`src/core/timer1_consts.svh`:
```
`ifndef TIMER1_CONSTS_SVH
`define TIMER1_CONSTS_SVH

// Byte addresses on the register bus.
`define ADDR_CONTROL 8'h00
`define ADDR_COMPARE_A 8'h04
`define ADDR_COMPARE_B 8'h08
`define ADDR_COUNTER 8'h0C
`define ADDR_IRQ_STATUS 8'h10
`define ADDR_IRQ_MASK 8'h14
`define ADDR_STATUS 8'h18

// Control register field positions.
`define CTL_START_LO 0
`define CTL_CLK_LO 2
`define CTL_MODE_LO 4
`define CTL_CAPTURE_BIT 6
`define CTL_FLIPFLOP_BIT 7

// Reset values.
`define CONTROL_RESET 8'h00
`define COMPARE_RESET 16'hFFFF
`define COUNTER_RESET 16'h0000

// Source clock divisors as terminal counts of a free running divider, and the count step.
`define DIV_2048_LAST 11'h7FF
`define DIV_128_LAST 11'h07F
`define DIV_8_LAST 11'h007
`define ONE_COUNT 16'h0001

// Bus responses.
`define RESP_OKAY 2'h0
`define RESP_SLVERR 2'h2

`endif

```
`src/core/timer1_pkg.sv`:
```
package timer1_pkg;
    // Source clock selection codes.
    typedef enum logic [1:0] {
        SRC_DIV2048 = 2'h0,
        SRC_DIV128 = 2'h1,
        SRC_DIV8 = 2'h2,
        SRC_PIN = 2'h3
    } src_sel_t;

    // Operating mode codes.
    typedef enum logic [1:0] {
        MODE_TIMER = 2'h0,
        MODE_WINDOW = 2'h1,
        MODE_PULSE_WIDTH = 2'h2,
        MODE_PULSE_OUT = 2'h3
    } op_mode_t;

    // Control register layout.
    typedef struct packed {
        logic flipflop;
        logic capture;
        op_mode_t mode;
        src_sel_t clk;
        logic [1:0] start;
    } control_t;

    // Write channel state.
    typedef enum logic [2:0] {
        WR_IDLE = 3'b001,
        WR_RESP = 3'b010,
        WR_DONE = 3'b100
    } wr_state_t;

    // Bus slave outputs travel together.
    typedef struct packed {
        logic awready;
        logic wready;
        logic bvalid;
        logic [1:0] bresp;
        logic arready;
        logic rvalid;
        logic [31:0] rdata;
        logic [1:0] rresp;
    } bus_out_t;
endpackage : timer1_pkg

```
`src/core/timer1_prescaler.sv`:
```
`timescale 1ns/1ps
`default_nettype none
`include "timer1_consts.svh"
module timer1_prescaler
    import timer1_pkg::*;
(
    // Clock and reset.
    input wire logic ref_clk,
    input wire logic rstn,
    input wire logic clk_en,
    // Selection.
    input wire logic slow_divider_select,
    input wire logic slow_mode,
    input wire src_sel_t sel,
    input wire logic pin_rise,
    // Tick out, one cycle per source clock edge.
    output logic tick
);
    logic [10:0] div_r;
    logic [10:0] last;

    // Free running divider; the slow path divides by 8 as the slow clock stand-in.
    always_ff @(posedge ref_clk) begin
        if (!rstn) begin
            div_r <= 11'h000;
        end else if (clk_en) begin
            div_r <= div_r + 11'h001;
        end
    end

    // Pick the terminal count for the selected source.
    always_comb begin
        unique case (sel)
            SRC_DIV2048: last = (slow_divider_select || slow_mode) ? `DIV_8_LAST : `DIV_2048_LAST;
            SRC_DIV128: last = `DIV_128_LAST;
            SRC_DIV8: last = `DIV_8_LAST;
            SRC_PIN: last = `DIV_8_LAST;
        endcase
        if (sel == SRC_PIN) begin
            tick = clk_en && pin_rise;
        end else begin
            tick = clk_en && ((div_r & last) == last);
        end
    end
endmodule : timer1_prescaler
`default_nettype wire

```
`src/core/timer1_counter.sv`:
```
// Design decisions made here: the register addresses and the AXI4-Lite interface to the registers.
`timescale 1ns/1ps
`default_nettype none
`include "timer1_consts.svh"
module timer1_counter
    import timer1_pkg::*;
(
    // Clock, reset and freeze.
    input wire logic ref_clk,
    input wire logic rstn,
    input wire logic clk_en,
    // AXI4-Lite write channels.
    input wire logic [7:0] s_axi_awaddr,
    input wire logic s_axi_awvalid,
    output logic s_axi_awready,
    input wire logic [31:0] s_axi_wdata,
    input wire logic [3:0] s_axi_wstrb,
    input wire logic s_axi_wvalid,
    output logic s_axi_wready,
    output logic [1:0] s_axi_bresp,
    output logic s_axi_bvalid,
    input wire logic s_axi_bready,
    // AXI4-Lite read channels.
    input wire logic [7:0] s_axi_araddr,
    input wire logic s_axi_arvalid,
    output logic s_axi_arready,
    output logic [31:0] s_axi_rdata,
    output logic [1:0] s_axi_rresp,
    output logic s_axi_rvalid,
    input wire logic s_axi_rready,
    // Device pins and system controls.
    input wire logic ext_clk_pin,
    input wire logic stop_entry,
    input wire logic slow_divider_select,
    input wire logic slow_mode,
    // Interrupt.
    output logic irq
);
    typedef struct packed {
        bus_out_t bus;
        wr_state_t wst;
        logic [7:0] awaddr;
        logic aw_got;
        logic [31:0] wdata;
        logic [3:0] wstrb;
        logic w_got;
        control_t ctl;
        logic [15:0] a_buf;
        logic [15:0] b_buf;
        logic a_pend;
        logic b_pend;
        logic [15:0] a_act;
        logic [15:0] b_act;
        logic [15:0] count;
        logic [1:0] pin_sync;
        logic pin_prev;
        logic sts;
        logic msk;
        logic irq;
    } state_t;

    state_t s_r;
    state_t s_nxt;
    logic tick;
    logic pin_rise;
    logic running;
    logic do_wr;
    logic match;

    assign pin_rise = s_r.pin_sync[1] && !s_r.pin_prev;
    assign running = (s_r.ctl.start != 2'h0);

    timer1_prescaler u_pre (
        .ref_clk(ref_clk),
        .rstn(rstn),
        .clk_en(clk_en),
        .slow_divider_select(slow_divider_select),
        .slow_mode(slow_mode),
        .sel(s_r.ctl.clk),
        .pin_rise(pin_rise),
        .tick(tick)
    );

    // Next state for bus, registers and counter.
    always_comb begin
        s_nxt = s_r;
        do_wr = 1'b0;
        match = 1'b0;
        s_nxt.pin_sync = {s_r.pin_sync[0], ext_clk_pin};
        s_nxt.pin_prev = s_r.pin_sync[1];
        // Write address and data are taken in either order.
        if (s_r.bus.awready && s_axi_awvalid) begin
            s_nxt.awaddr = s_axi_awaddr;
            s_nxt.aw_got = 1'b1;
            s_nxt.bus.awready = 1'b0;
        end
        if (s_r.bus.wready && s_axi_wvalid) begin
            s_nxt.wdata = s_axi_wdata;
            s_nxt.wstrb = s_axi_wstrb;
            s_nxt.w_got = 1'b1;
            s_nxt.bus.wready = 1'b0;
        end
        unique case (s_r.wst)
            WR_IDLE: if (s_r.aw_got && s_r.w_got) begin
                s_nxt.wst = WR_RESP;
            end
            WR_RESP: begin
                do_wr = 1'b1;
                s_nxt.bus.bvalid = 1'b1;
                s_nxt.bus.bresp = `RESP_OKAY;
                s_nxt.wst = WR_DONE;
            end
            WR_DONE: if (s_axi_bready) begin
                s_nxt.bus.bvalid = 1'b0;
                s_nxt.aw_got = 1'b0;
                s_nxt.w_got = 1'b0;
                s_nxt.bus.awready = 1'b1;
                s_nxt.bus.wready = 1'b1;
                s_nxt.wst = WR_IDLE;
            end
        endcase
        // Register writes.
        if (do_wr) begin
            case (s_r.awaddr)
                `ADDR_CONTROL: if (s_r.wstrb[0]) begin
                    s_nxt.ctl = control_t'(s_r.wdata[7:0]);
                end
                `ADDR_COMPARE_A: begin
                    if (s_r.wstrb[0]) s_nxt.a_buf[7:0] = s_r.wdata[7:0];
                    if (s_r.wstrb[1]) begin
                        s_nxt.a_buf[15:8] = s_r.wdata[15:8];
                        s_nxt.a_pend = 1'b1;
                    end
                end
                `ADDR_COMPARE_B: if (s_r.ctl.mode == MODE_PULSE_OUT) begin
                    if (s_r.wstrb[0]) s_nxt.b_buf[7:0] = s_r.wdata[7:0];
                    if (s_r.wstrb[1]) begin
                        s_nxt.b_buf[15:8] = s_r.wdata[15:8];
                        s_nxt.b_pend = 1'b1;
                    end
                end
                `ADDR_IRQ_MASK: if (s_r.wstrb[0]) s_nxt.msk = s_r.wdata[0];
                `ADDR_STATUS: ;
                default: s_nxt.bus.bresp = `RESP_SLVERR;
            endcase
        end
        // Read channel; a read of the interrupt status register clears the sticky bit.
        if (s_r.bus.rvalid) begin
            if (s_axi_rready) s_nxt.bus.rvalid = 1'b0;
            s_nxt.bus.arready = s_axi_rready;
        end else if (s_r.bus.arready && s_axi_arvalid) begin
            s_nxt.bus.arready = 1'b0;
            s_nxt.bus.rvalid = 1'b1;
            s_nxt.bus.rresp = `RESP_OKAY;
            s_nxt.bus.rdata = 32'h00000000;
            case (s_axi_araddr)
                `ADDR_CONTROL: s_nxt.bus.rdata[7:0] = s_r.ctl;
                `ADDR_COMPARE_A: s_nxt.bus.rdata[15:0] = s_r.a_act;
                `ADDR_COMPARE_B: s_nxt.bus.rdata[15:0] = s_r.b_act;
                `ADDR_COUNTER: s_nxt.bus.rdata[15:0] = s_r.count;
                `ADDR_IRQ_STATUS: begin
                    s_nxt.bus.rdata[0] = s_r.sts;
                    s_nxt.sts = 1'b0;
                end
                `ADDR_IRQ_MASK: s_nxt.bus.rdata[0] = s_r.msk;
                `ADDR_STATUS: s_nxt.bus.rdata[0] = running;
                default: s_nxt.bus.rresp = `RESP_SLVERR;
            endcase
        end
        // Buffered compare values load on a source edge after the upper byte.
        if (tick && s_r.a_pend) begin
            s_nxt.a_act = s_r.a_buf;
            s_nxt.a_pend = 1'b0;
        end
        if (tick && s_r.b_pend) begin
            s_nxt.b_act = s_r.b_buf;
            s_nxt.b_pend = 1'b0;
        end
        // Counter: stopped clears, running in timer mode counts and compares.
        if (!running) begin
            s_nxt.count = `COUNTER_RESET;
        end else if (tick && s_r.ctl.mode == MODE_TIMER) begin
            if (s_r.count == s_r.a_act) begin
                match = 1'b1;
                s_nxt.count = `COUNTER_RESET;
            end else begin
                s_nxt.count = s_r.count + `ONE_COUNT;
            end
            if (s_r.ctl.capture) begin
                s_nxt.b_act = s_r.count;
            end
        end
        // Sticky status; a new match wins over the read clear.
        if (match) s_nxt.sts = 1'b1;
        // Standby entry forces the start field to zero.
        if (stop_entry) begin
            s_nxt.ctl.start = 2'h0;
            s_nxt.count = `COUNTER_RESET;
        end
        s_nxt.irq = s_nxt.sts && s_r.msk;
    end

    // State register with synchronous reset and clock enable.
    always_ff @(posedge ref_clk) begin
        if (!rstn) begin
            s_r <= '0;
            s_r.wst <= WR_IDLE;
            s_r.bus.awready <= 1'b1;
            s_r.bus.wready <= 1'b1;
            s_r.bus.arready <= 1'b1;
            s_r.ctl <= control_t'(`CONTROL_RESET);
            s_r.a_buf <= `COMPARE_RESET;
            s_r.b_buf <= `COMPARE_RESET;
            s_r.a_act <= `COMPARE_RESET;
            s_r.b_act <= `COMPARE_RESET;
        end else if (clk_en) begin
            s_r <= s_nxt;
        end
    end

    // Outputs straight from the state register.
    assign s_axi_awready = s_r.bus.awready;
    assign s_axi_wready = s_r.bus.wready;
    assign s_axi_bvalid = s_r.bus.bvalid;
    assign s_axi_bresp = s_r.bus.bresp;
    assign s_axi_arready = s_r.bus.arready;
    assign s_axi_rvalid = s_r.bus.rvalid;
    assign s_axi_rdata = s_r.bus.rdata;
    assign s_axi_rresp = s_r.bus.rresp;
    assign irq = s_r.irq;

    // Match restarts the count from zero on the next edge.
    AST_MATCH_CLEAR: assert property (@(posedge ref_clk) disable iff (!rstn)
        (clk_en && tick && running && !stop_entry && s_r.ctl.mode == MODE_TIMER
         && s_r.count == s_r.a_act) |=> (s_r.count == 16'h0000 && s_r.sts))
        else $error("counter not cleared on match");
    // Counting advances by one per source tick.
    AST_COUNT_UP: assert property (@(posedge ref_clk) disable iff (!rstn)
        (clk_en && tick && running && !stop_entry && s_r.ctl.mode == MODE_TIMER
         && s_r.count != s_r.a_act) |=> (s_r.count == $past(s_r.count) + 16'h0001))
        else $error("counter did not advance");
    // Capture copies the running count.
    AST_CAPTURE: assert property (@(posedge ref_clk) disable iff (!rstn)
        (clk_en && tick && running && s_r.ctl.capture && s_r.ctl.mode == MODE_TIMER)
        |=> (s_r.b_act == $past(s_r.count)))
        else $error("capture missed");
    // Active compare A changes only at a source tick.
    AST_BUFFERED: assert property (@(posedge ref_clk) disable iff (!rstn)
        (!tick) |=> $stable(s_r.a_act))
        else $error("compare A changed without a tick");
    // Active compare B moves only at a source tick, by a load or by a capture.
    AST_B_BUFFERED: assert property (@(posedge ref_clk) disable iff (!rstn)
        (!tick) |=> $stable(s_r.b_act))
        else $error("compare B changed without a tick");
    // Without an upper byte pending the active value holds.
    AST_LOWER_ONLY: assert property (@(posedge ref_clk) disable iff (!rstn)
        (!s_r.a_pend && !(do_wr && s_r.awaddr == `ADDR_COMPARE_A)) |=> $stable(s_r.a_act))
        else $error("compare A changed without upper write");
    // A match sets the sticky status even when a status read clears it.
    AST_STS_SET: assert property (@(posedge ref_clk) disable iff (!rstn)
        (clk_en && match) |=> s_r.sts)
        else $error("match did not set status");
    // An unmasked status that no read clears keeps the line high.
    AST_IRQ_LEVEL: assert property (@(posedge ref_clk) disable iff (!rstn)
        (clk_en && s_r.sts && s_r.msk
         && !(s_r.bus.arready && !s_r.bus.rvalid && s_axi_arvalid
              && s_axi_araddr == `ADDR_IRQ_STATUS)) |=> irq)
        else $error("interrupt line dropped");
    // Standby clears start.
    AST_STOP: assert property (@(posedge ref_clk) disable iff (!rstn)
        (clk_en && stop_entry) |=> (s_r.ctl.start == 2'h0 && s_r.count == 16'h0000))
        else $error("standby did not stop timer");
    // A stopped counter sits at zero.
    AST_HALTED: assert property (@(posedge ref_clk) disable iff (!rstn)
        (clk_en && !running) |=> (s_r.count == `COUNTER_RESET))
        else $error("stopped counter not at zero");
    // A pin tick needs the pin low three edges back and high two edges back.
    AST_PIN_SRC: assert property (@(posedge ref_clk) disable iff (!rstn)
        (s_r.ctl.clk == SRC_PIN && tick && $past(clk_en) && $past(clk_en, 2)
         && $past(clk_en, 3) && $past(rstn, 3))
        |-> ($past(ext_clk_pin, 2) && !$past(ext_clk_pin, 3)))
        else $error("pin source tick without edge");
    // Only timer mode moves the counter.
    AST_MODE: assert property (@(posedge ref_clk) disable iff (!rstn)
        (running && s_r.ctl.mode != MODE_TIMER && !stop_entry) |=> $stable(s_r.count))
        else $error("counter moved outside timer mode");
    COV_MATCH: cover property (@(posedge ref_clk) match);
    COV_CAPTURE: cover property (@(posedge ref_clk) tick && s_r.ctl.capture && running);
    COV_STOP: cover property (@(posedge ref_clk) stop_entry && running);
    COV_B_LOAD: cover property (@(posedge ref_clk) tick && s_r.b_pend);
endmodule : timer1_counter
`default_nettype wire

```
`config.mk`:
```
export PLATFORM = sky130hd
export DESIGN_NAME = timer1_counter
export DESIGN_NICKNAME = d
export VERILOG_FILES = /design/src/core/timer1_pkg.sv /design/src/core/timer1_prescaler.sv /design/src/core/timer1_counter.sv
export VERILOG_INCLUDE_DIRS = /design/src /design/src/core
export SDC_FILE = /design/constraint.sdc
export NUM_CORES = 1
export LEC_CHECK = 0
export BUFFER_PORTS_ARGS = -buffer_cell sky130_fd_sc_hd__clkbuf_2
export CELL_PAD_IN_SITES_DETAIL_PLACEMENT = 0
export CELL_PAD_IN_SITES_GLOBAL_PLACEMENT = 2
export CORE_MARGIN = 10
export CORE_UTILIZATION = 32
export CTS_CLUSTER_SIZE = 10
export DETAILED_ROUTE_END_ITERATION = 8
export GPL_TIMING_DRIVEN = 0
export PLACE_DENSITY_LB_ADDON = 0.1
export SYNTH_ARGS = -nofsm -noshare
export SYNTH_HDL_FRONTEND = slang
export SYNTH_SLANG_ARGS = --single-unit
export TNS_END_PERCENT = 20
```
`constraint.sdc`:
```
create_clock -name ref_clk -period 2 [get_ports ref_clk]
set_input_delay 0.1 -clock ref_clk [delete_from_list [all_inputs] [get_ports ref_clk]]
set_output_delay 0.1 -clock ref_clk [all_outputs]
set_load 0.01 [all_outputs]
```
Word-level counts from Yosys, hierarchy flattened
Index checks and enable logic that the tools add are counted.
{ "classes": {"n_addsub": 2, "eq_ne": 22, "n_mux": 59, "n_bitwise": 2, "reduce_logical": 50} }
{ "op_table": {"columns": ["op", "n"], "rows": [
  ["2-to-1 mux 16 bit", 9],
  ["2-to-1 mux 36 bit", 2],
  ["== test 8 x 5 -> 1 bit (second input constant)", 5],
  ["one-hot mux 11 bit (3 select lines)", 1],
  ["2-to-1 mux 32 bit", 1],
  ["2-to-1 mux 8 bit", 4],
  ["one-hot mux 7 bit (4 select lines)", 1],
  ["nonzero test 2 bit", 13],
  ["== test 8 x 4 -> 1 bit (second input constant)", 3],
  ["2-to-1 mux 1 bit", 24],
  ["one-hot mux 8 bit (3 select lines)", 1],
  ["AND reduction 4 bit", 6],
  ["2-to-1 mux 2 bit", 9],
  ["adder 16 x 1 -> 16 bit (second input constant)", 1],
  ["== test 16 bit", 1],
  ["== test 8 x 3 -> 1 bit (second input constant)", 2],
  ["logical NOT 8 bit", 2],
  ["AND reduction 5 bit", 3],
  ["adder 11 x 1 -> 11 bit (second input constant)", 1],
  ["bitwise AND 11 bit", 1],
  ["== test 11 bit", 1],
  ["logical AND 1 bit", 11],
  ["2-to-1 mux 11 bit", 1],
  ["AND reduction 2 bit", 5],
  ["other kinds (19)", 27]
]} }
{ "totals": {"ff_bits": 163, "input_bits": 64, "output_inout_bits": 42, "wordCells": 169} }

Logic depth before layout (Yosys ltp)
{ "logic_depth": {"ltp_word": 13, "ltp_mapped": 9} }

By module
From an unflattened synthesis, not the netlist that was laid out.
{ "hier_totals": {"hier_cells": 880, "area_unflattened_um2": 7248.2} }
{ "by_module_without_submodules": {"columns": ["mod", "instances", "cells_per_inst", "area_each_um2", "seq_area_each_um2"], "rows": [
  ["timer1_counter", 1, 819, 6715.2, 3022.9],
  ["timer1_prescaler", 1, 61, 533.0, 220.2]
]} }

Least setup slack after synthesis
Ideal clock, no wire load.
{ "synth_path": {"kind": "register to register", "start": "register u_pre.div_r[0]", "end": "register s_r[35] (netlist name)", "setup_ns": 0.132, "t_arrival_ns": 1.952, "required_time_ns": 1.868, "slack_ns": -0.084, "stages_incl_launch_ff": 10, "cell_sequence": "dfxtp_1 > ha_1 > nand3b_1 > a22oi_1 > o211ai_2 > or4b_1 > buf_6 > buf_12 > o22ai_2 > a21oi_1"} }
{ "synth_between": {"elab_chain_len": 9, "elab_cells_between_ends": 10, "classes_between": "1 x eq/ne; 5 x mux; 1 x bitwise; 3 x reduce/logical"} }
{ "synth_rtl": {"columns": ["item", "line_no", "source"], "rows": [
  ["start, declared", "timer1_prescaler.sv:19", "logic [10:0] div_r;"],
  ["start signal, assigned", "timer1_prescaler.sv:27", "div_r <= div_r + 11'h001;"],
  ["bitwise AND 11 bit (*)", "timer1_prescaler.sv:42", "tick = clk_en && ((div_r & last) == last);"],
  ["== test 11 bit (*)", "timer1_prescaler.sv:42", null],
  ["logical AND 1 bit (*)", "timer1_prescaler.sv:42", null],
  ["2-to-1 mux 1 bit (*)", "timer1_prescaler.sv:39", "if (sel == SRC_PIN) begin"],
  ["logical AND 1 bit", "timer1_counter.sv:175", "if (tick && s_r.b_pend) begin"],
  ["2-to-1 mux 16 bit", "timer1_counter.sv:175", null],
  ["2-to-1 mux 16 bit", "timer1_counter.sv:189", "if (s_r.ctl.capture) begin"],
  ["2-to-1 mux 32 bit", "timer1_counter.sv:182", "end else if (tick && s_r.ctl.mode == MODE_TIMER) begin"],
  ["2-to-1 mux 16 bit (*)", "timer1_counter.sv:180", "if (!running) begin"],
  ["end signal, assigned", "timer1_counter.sv:217", "s_r <= s_nxt;"],
  ["end, declared", "timer1_counter.sv:62", "state_t s_r;"]
]} }
Mark *: on every way between the ends. The rest lies on a longest branch, timed or not. The select of a mux whose other input is x is not followed.
A chain may end at the register's enable or synchronous reset.

Final worst setup path
{ "layout_path": {"start": "register u_pre.div_r[0]", "end": "register s_r[24] (netlist name)"} }
The elaborated chain is that of the path after synthesis.

==> impl_metrics.toml <==
[global_routing]
grt_max_degree = 18
global_route_wire_length_before_repair_um = 35600
globalRouteTotalUtil_pct = 15.5
vias_in_the_first_global_route = 6343
global_route.overflow_total = 0
grt_antenna_before_repair = 0

[timing]
fin_skew_ns = 0.00973
timing.final.hold_violations = 0
rsz0062_at_grt = "yes"
maxSlewHeadroom_pct = 44.6
final.min_clock_period_ns = 2.13
slew_violations = 0
pnr_worst_setup_slack_ns = -0.129
timing.fmax_mhz = 470
hold-worst-slack_ns = 0.0906
post-route-period-util_pct = 106
setup_viol_count_final = 30
worst_slew_pin_slew_ns = 0.831

[outcome]
status = "complete, but fails checks"
failed_checks = "negative setup slack"

[cells_and_area]
post_route_cells_drive_above_1_share_pct = 24.8
register_area_um2 = 3260
multi_input_comb_area_um2 = 3940
fillers = 2266
synthToLayoutAreaGrowth_pct = 28.0
num-nets-final = 1036
antenna-diode-count = 0

[worst_hold_path]
worstHoldPathType = "input pin to flip-flop"

[yosys]
ys_dominant_reg_cell = "dfxtp_1"
synth.most_common_cell = "dfxtp_1"
synth_area_leaders = "dfxtp_1 44%, mux2i_1 9.6%, nand2_1 7.6%, a21oi_1 4.8%, buf_4 3.7%"
syn-instance-count = 829
synth_edf_count = 0
synth.cells.most_frequent = "162 x dfxtp_1, 150 x nand2_1, 72 x a21oi_1"
yosys.area.top_type = "dfxtp_1"
post-synth-top-area-fraction_pct = 43.6
ys.warnings.count = 0
postSynth.asyncResetShare_pct = 0
ys_seq_elements = 162
syn_area_per_cell_um2 = 8.98
post_synth_num_cell_types = 61
seq_area_frac_synth_pct = 43.6
mappedNetlistArea_um2 = 7440

[detailed_routing]
detailedRoute.firstIterationViolations = 377
ant_nets = 0
post_detailed_route_drc_marker_count = 0
detail_route.first_pass.iterations = 5
average_routed_wire_per_standard_cell_um = 17.3
vias_per_cell = 4.81
num_vias = 6229
drt_wl_total_um = 22400

[floorplanning]
io_pins = 106
dieWidth_um = 172
initial_utilization_pct = 32.7
die_area_um2 = 29800
chipHeight_um = 172
core_um2 = 22800
placementRows = 55

[setup_path]
cp.required_ns = 2.31
setup.worst_path.start = "u_pre.div_r[0]$_SDFFE_PN0P_"
setup_slack_of_the_most_critical_reg_to_reg_path_ns = -0.13
worst_setup_path_end_kind = "flip-flop"
setup.worst_path.end = "s_r[24]$_SDFFE_PN1P_"
worst_path_cell_trace = "ha_4, nand4b_1, nor3b_2, o211ai_2, or4b_4, buf_12, o22ai_2, a21oi_1"
slowest_delay_ns = 0.59
setup.worst_path.class = "flip-flop to flip-flop"
startpoint_of_the_worst_slack_reg_to_reg_timing_path = "u_pre.div_r[0]$_SDFFE_PN0P_"
worst-endpoint-arrival_ns = 2.44
worst_r2r_path_depth = 8
crit_path_start_kind = "flip-flop"
critPathMaxFanout = 5
r2r-end = "s_r[24]$_SDFFE_PN1P_"
critPathSlowestCell = "or4b_4"

[placement]
dp_hpwl_um = 16800
finalWeightedCongestion = 0.809
i_o_buffers = 68

[pwr]
pwr-share-clk_pct = 45.1
register_share_of_total_power_pct = 47.6
cellLeakagePower_nw = 4.06
net-switching-power_mw = 1.82
power.density_nw_per_um2 = 731
design_internal_power_mw = 5.13
peakVddDrop_mv = 0.560
design_power_total_mw = 6.96
combPwrFrac_pct = 7.3
switching_share_pct = 26.2

[clock_network]
htreeDepth = 4
worstSkewPairLatency_ns = 0.43
tritoncts_clock_tree = "yes"
clk_transition_reported_paths_ns = 0.07
total_number_of_clock_tree_sinks = 162
numCtsBuffers = 17
cts.path.max_buffers = 2
cts.root.buffer_cell = "clkbuf_16"

[flow_run]
maxCapViolations = 0
## logic make-up (layout without fill, tap and decap cells)
logic type | Yosys count | in the layout | synth area share, %
and+or+nand+nor | 301 | 301 | 19.1
muxes | 87 | 87 | 13.0
DFF | 162 | 162 | 43.6
xor gates and xnor gates | 29 | 29 | 3.41
buffers and inverters | 100 | 238 | 7.45
AOI/OAI and AO/OA | 147 | 147 | 13.1
adders and majority gates | 2 | 2 | 0.336
other | 1 | 17 | 0.0504
## metal layers
metal	part of all wire (%)	track usage (%)	vias to the layer above	routed length [um]
met1	50	21.1	2939	11100
li1	-	-	3125	-
met2	45	24.4	139	9990
met5	0	0	-	0
met3	4.3	2.71	26	964
met4	1.4	4.54	0	305
## stage by stage
step                cells  instance area, um2  setup slack [ns]  TNS, ns  utilization, %
CTS                  1296                9410            -0.168    -2.59            41.3
finish               1296                9520            -0.129    -2.24            41.8
global route         1296                9520            -0.219    -7.70            41.8
floorplan             845                7520            0.0216        0               -
detailed placement   1226                8250            -0.450   -20.01            36.2
global placement     1226                8250            -0.501   -19.32            36.2
## state kept, by name, indices dropped and copies added (netlist names), named ones only
signal         cells
u_pre.div_r       11
s_r              124
s_axi_rdata       16
s_axi_rresp        1
s_axi_awready      1
s_axi_arready      1
s_nxt              2
s_axi_bvalid       1
s_axi_bresp        1
s_axi_rvalid       1
s_axi_wready       1
irq                1
## cell type report
| class | count | share of cell area [%] |
|---|---|---|
| multi-input cells | 583 | 41.4 |
| flip-flops and latches | 162 | 34.2 |
| repair buffers | 112 | 8.36 |
| plain buffers | 85 | 5.58 |
| clock buffers | 17 | 4.47 |
| well taps | 313 | 4.11 |
| clock inverters | 15 | 1.51 |
| inverters | 9 | 0.355 |
## worst max-delay path, delay by kind of cell (launching register included)
| kind | cells | cell delay [ns] |
|---|---|---|
| buffers and inverters | 1 | 0.18 |
| AOI/OAI and AO/OA | 3 | 0.30 |
| adders and majority gates | 1 | 0.14 |
| and+or+nand+nor | 3 | 1.02 |
| DFF | 1 | 0.36 |
## what timing repair did
action / 4_1_cts / 5_1_grt
pin swaps: 28 / 11
hold buffers: 31 / 0
gates cloned: 3 / 0
gates resized for setup: 50 / 25
buffers inserted: 9 / 1
endpoints found under the hold margin: 31 / 0
setup endpoints to repair: 68 / 90
## placed cells by master (no fill, tap or decap), types with 9 or more instances in the layout
| cell | instances |
|---|---|
| nand2_1 | 147 |
| clkbuf_1 | 30 |
| dlygate4sd3_1 | 31 |
| buf_4 | 45 |
| nand3_1 | 27 |
| a22oi_1 | 9 |
| mux2i_1 | 71 |
| a21oi_1 | 66 |
| conb_1 | 17 |
| o22ai_2 | 10 |
| clkbuf_2 | 71 |
| nor2_1 | 44 |
| xor2_1 | 21 |
| o21ai_0 | 10 |
| dfxtp_1 | 154 |
| clkbuf_16 | 17 |
## how the worst min path moves through the flow
stage | from | to | cells after the start | slack (ns)
6_report | s_axi_bready | s_axi_bvalid$_SDFFE_PN0P_ | 4 | 0.09
5_1_grt | s_axi_bready | s_axi_bvalid$_SDFFE_PN0P_ | 4 | 0.1
4_1_cts | s_axi_bready | s_axi_bvalid$_SDFFE_PN0P_ | 4 | 0.07
3_5_place_dp | s_axi_awaddr[4] | s_r[138]$_SDFFE_PN0P_ | 3 | 0.33
3_3_place_gp | s_axi_awaddr[1] | s_r[135]$_SDFFE_PN0P_ | 3 | 0.33
2_1_floorplan | s_axi_awaddr[0] | s_r[134]$_SDFFE_PN0P_ | 2 | 0.24
## power groups by stage
stage | Clock [mW] | Sequential (mW) | Combinational, mW
2_1_floorplan | 0 | 3.37 | 0.278
3_3_place_gp | 0 | 3.38 | 0.440
3_5_place_dp | 0 | 3.39 | 0.444
4_1_cts | 3.22 | 3.31 | 0.509
5_1_grt | 3.36 | 3.32 | 0.566
6_report | 3.14 | 3.31 | 0.511
Note: power is estimated with default switching activity, not from simulation.
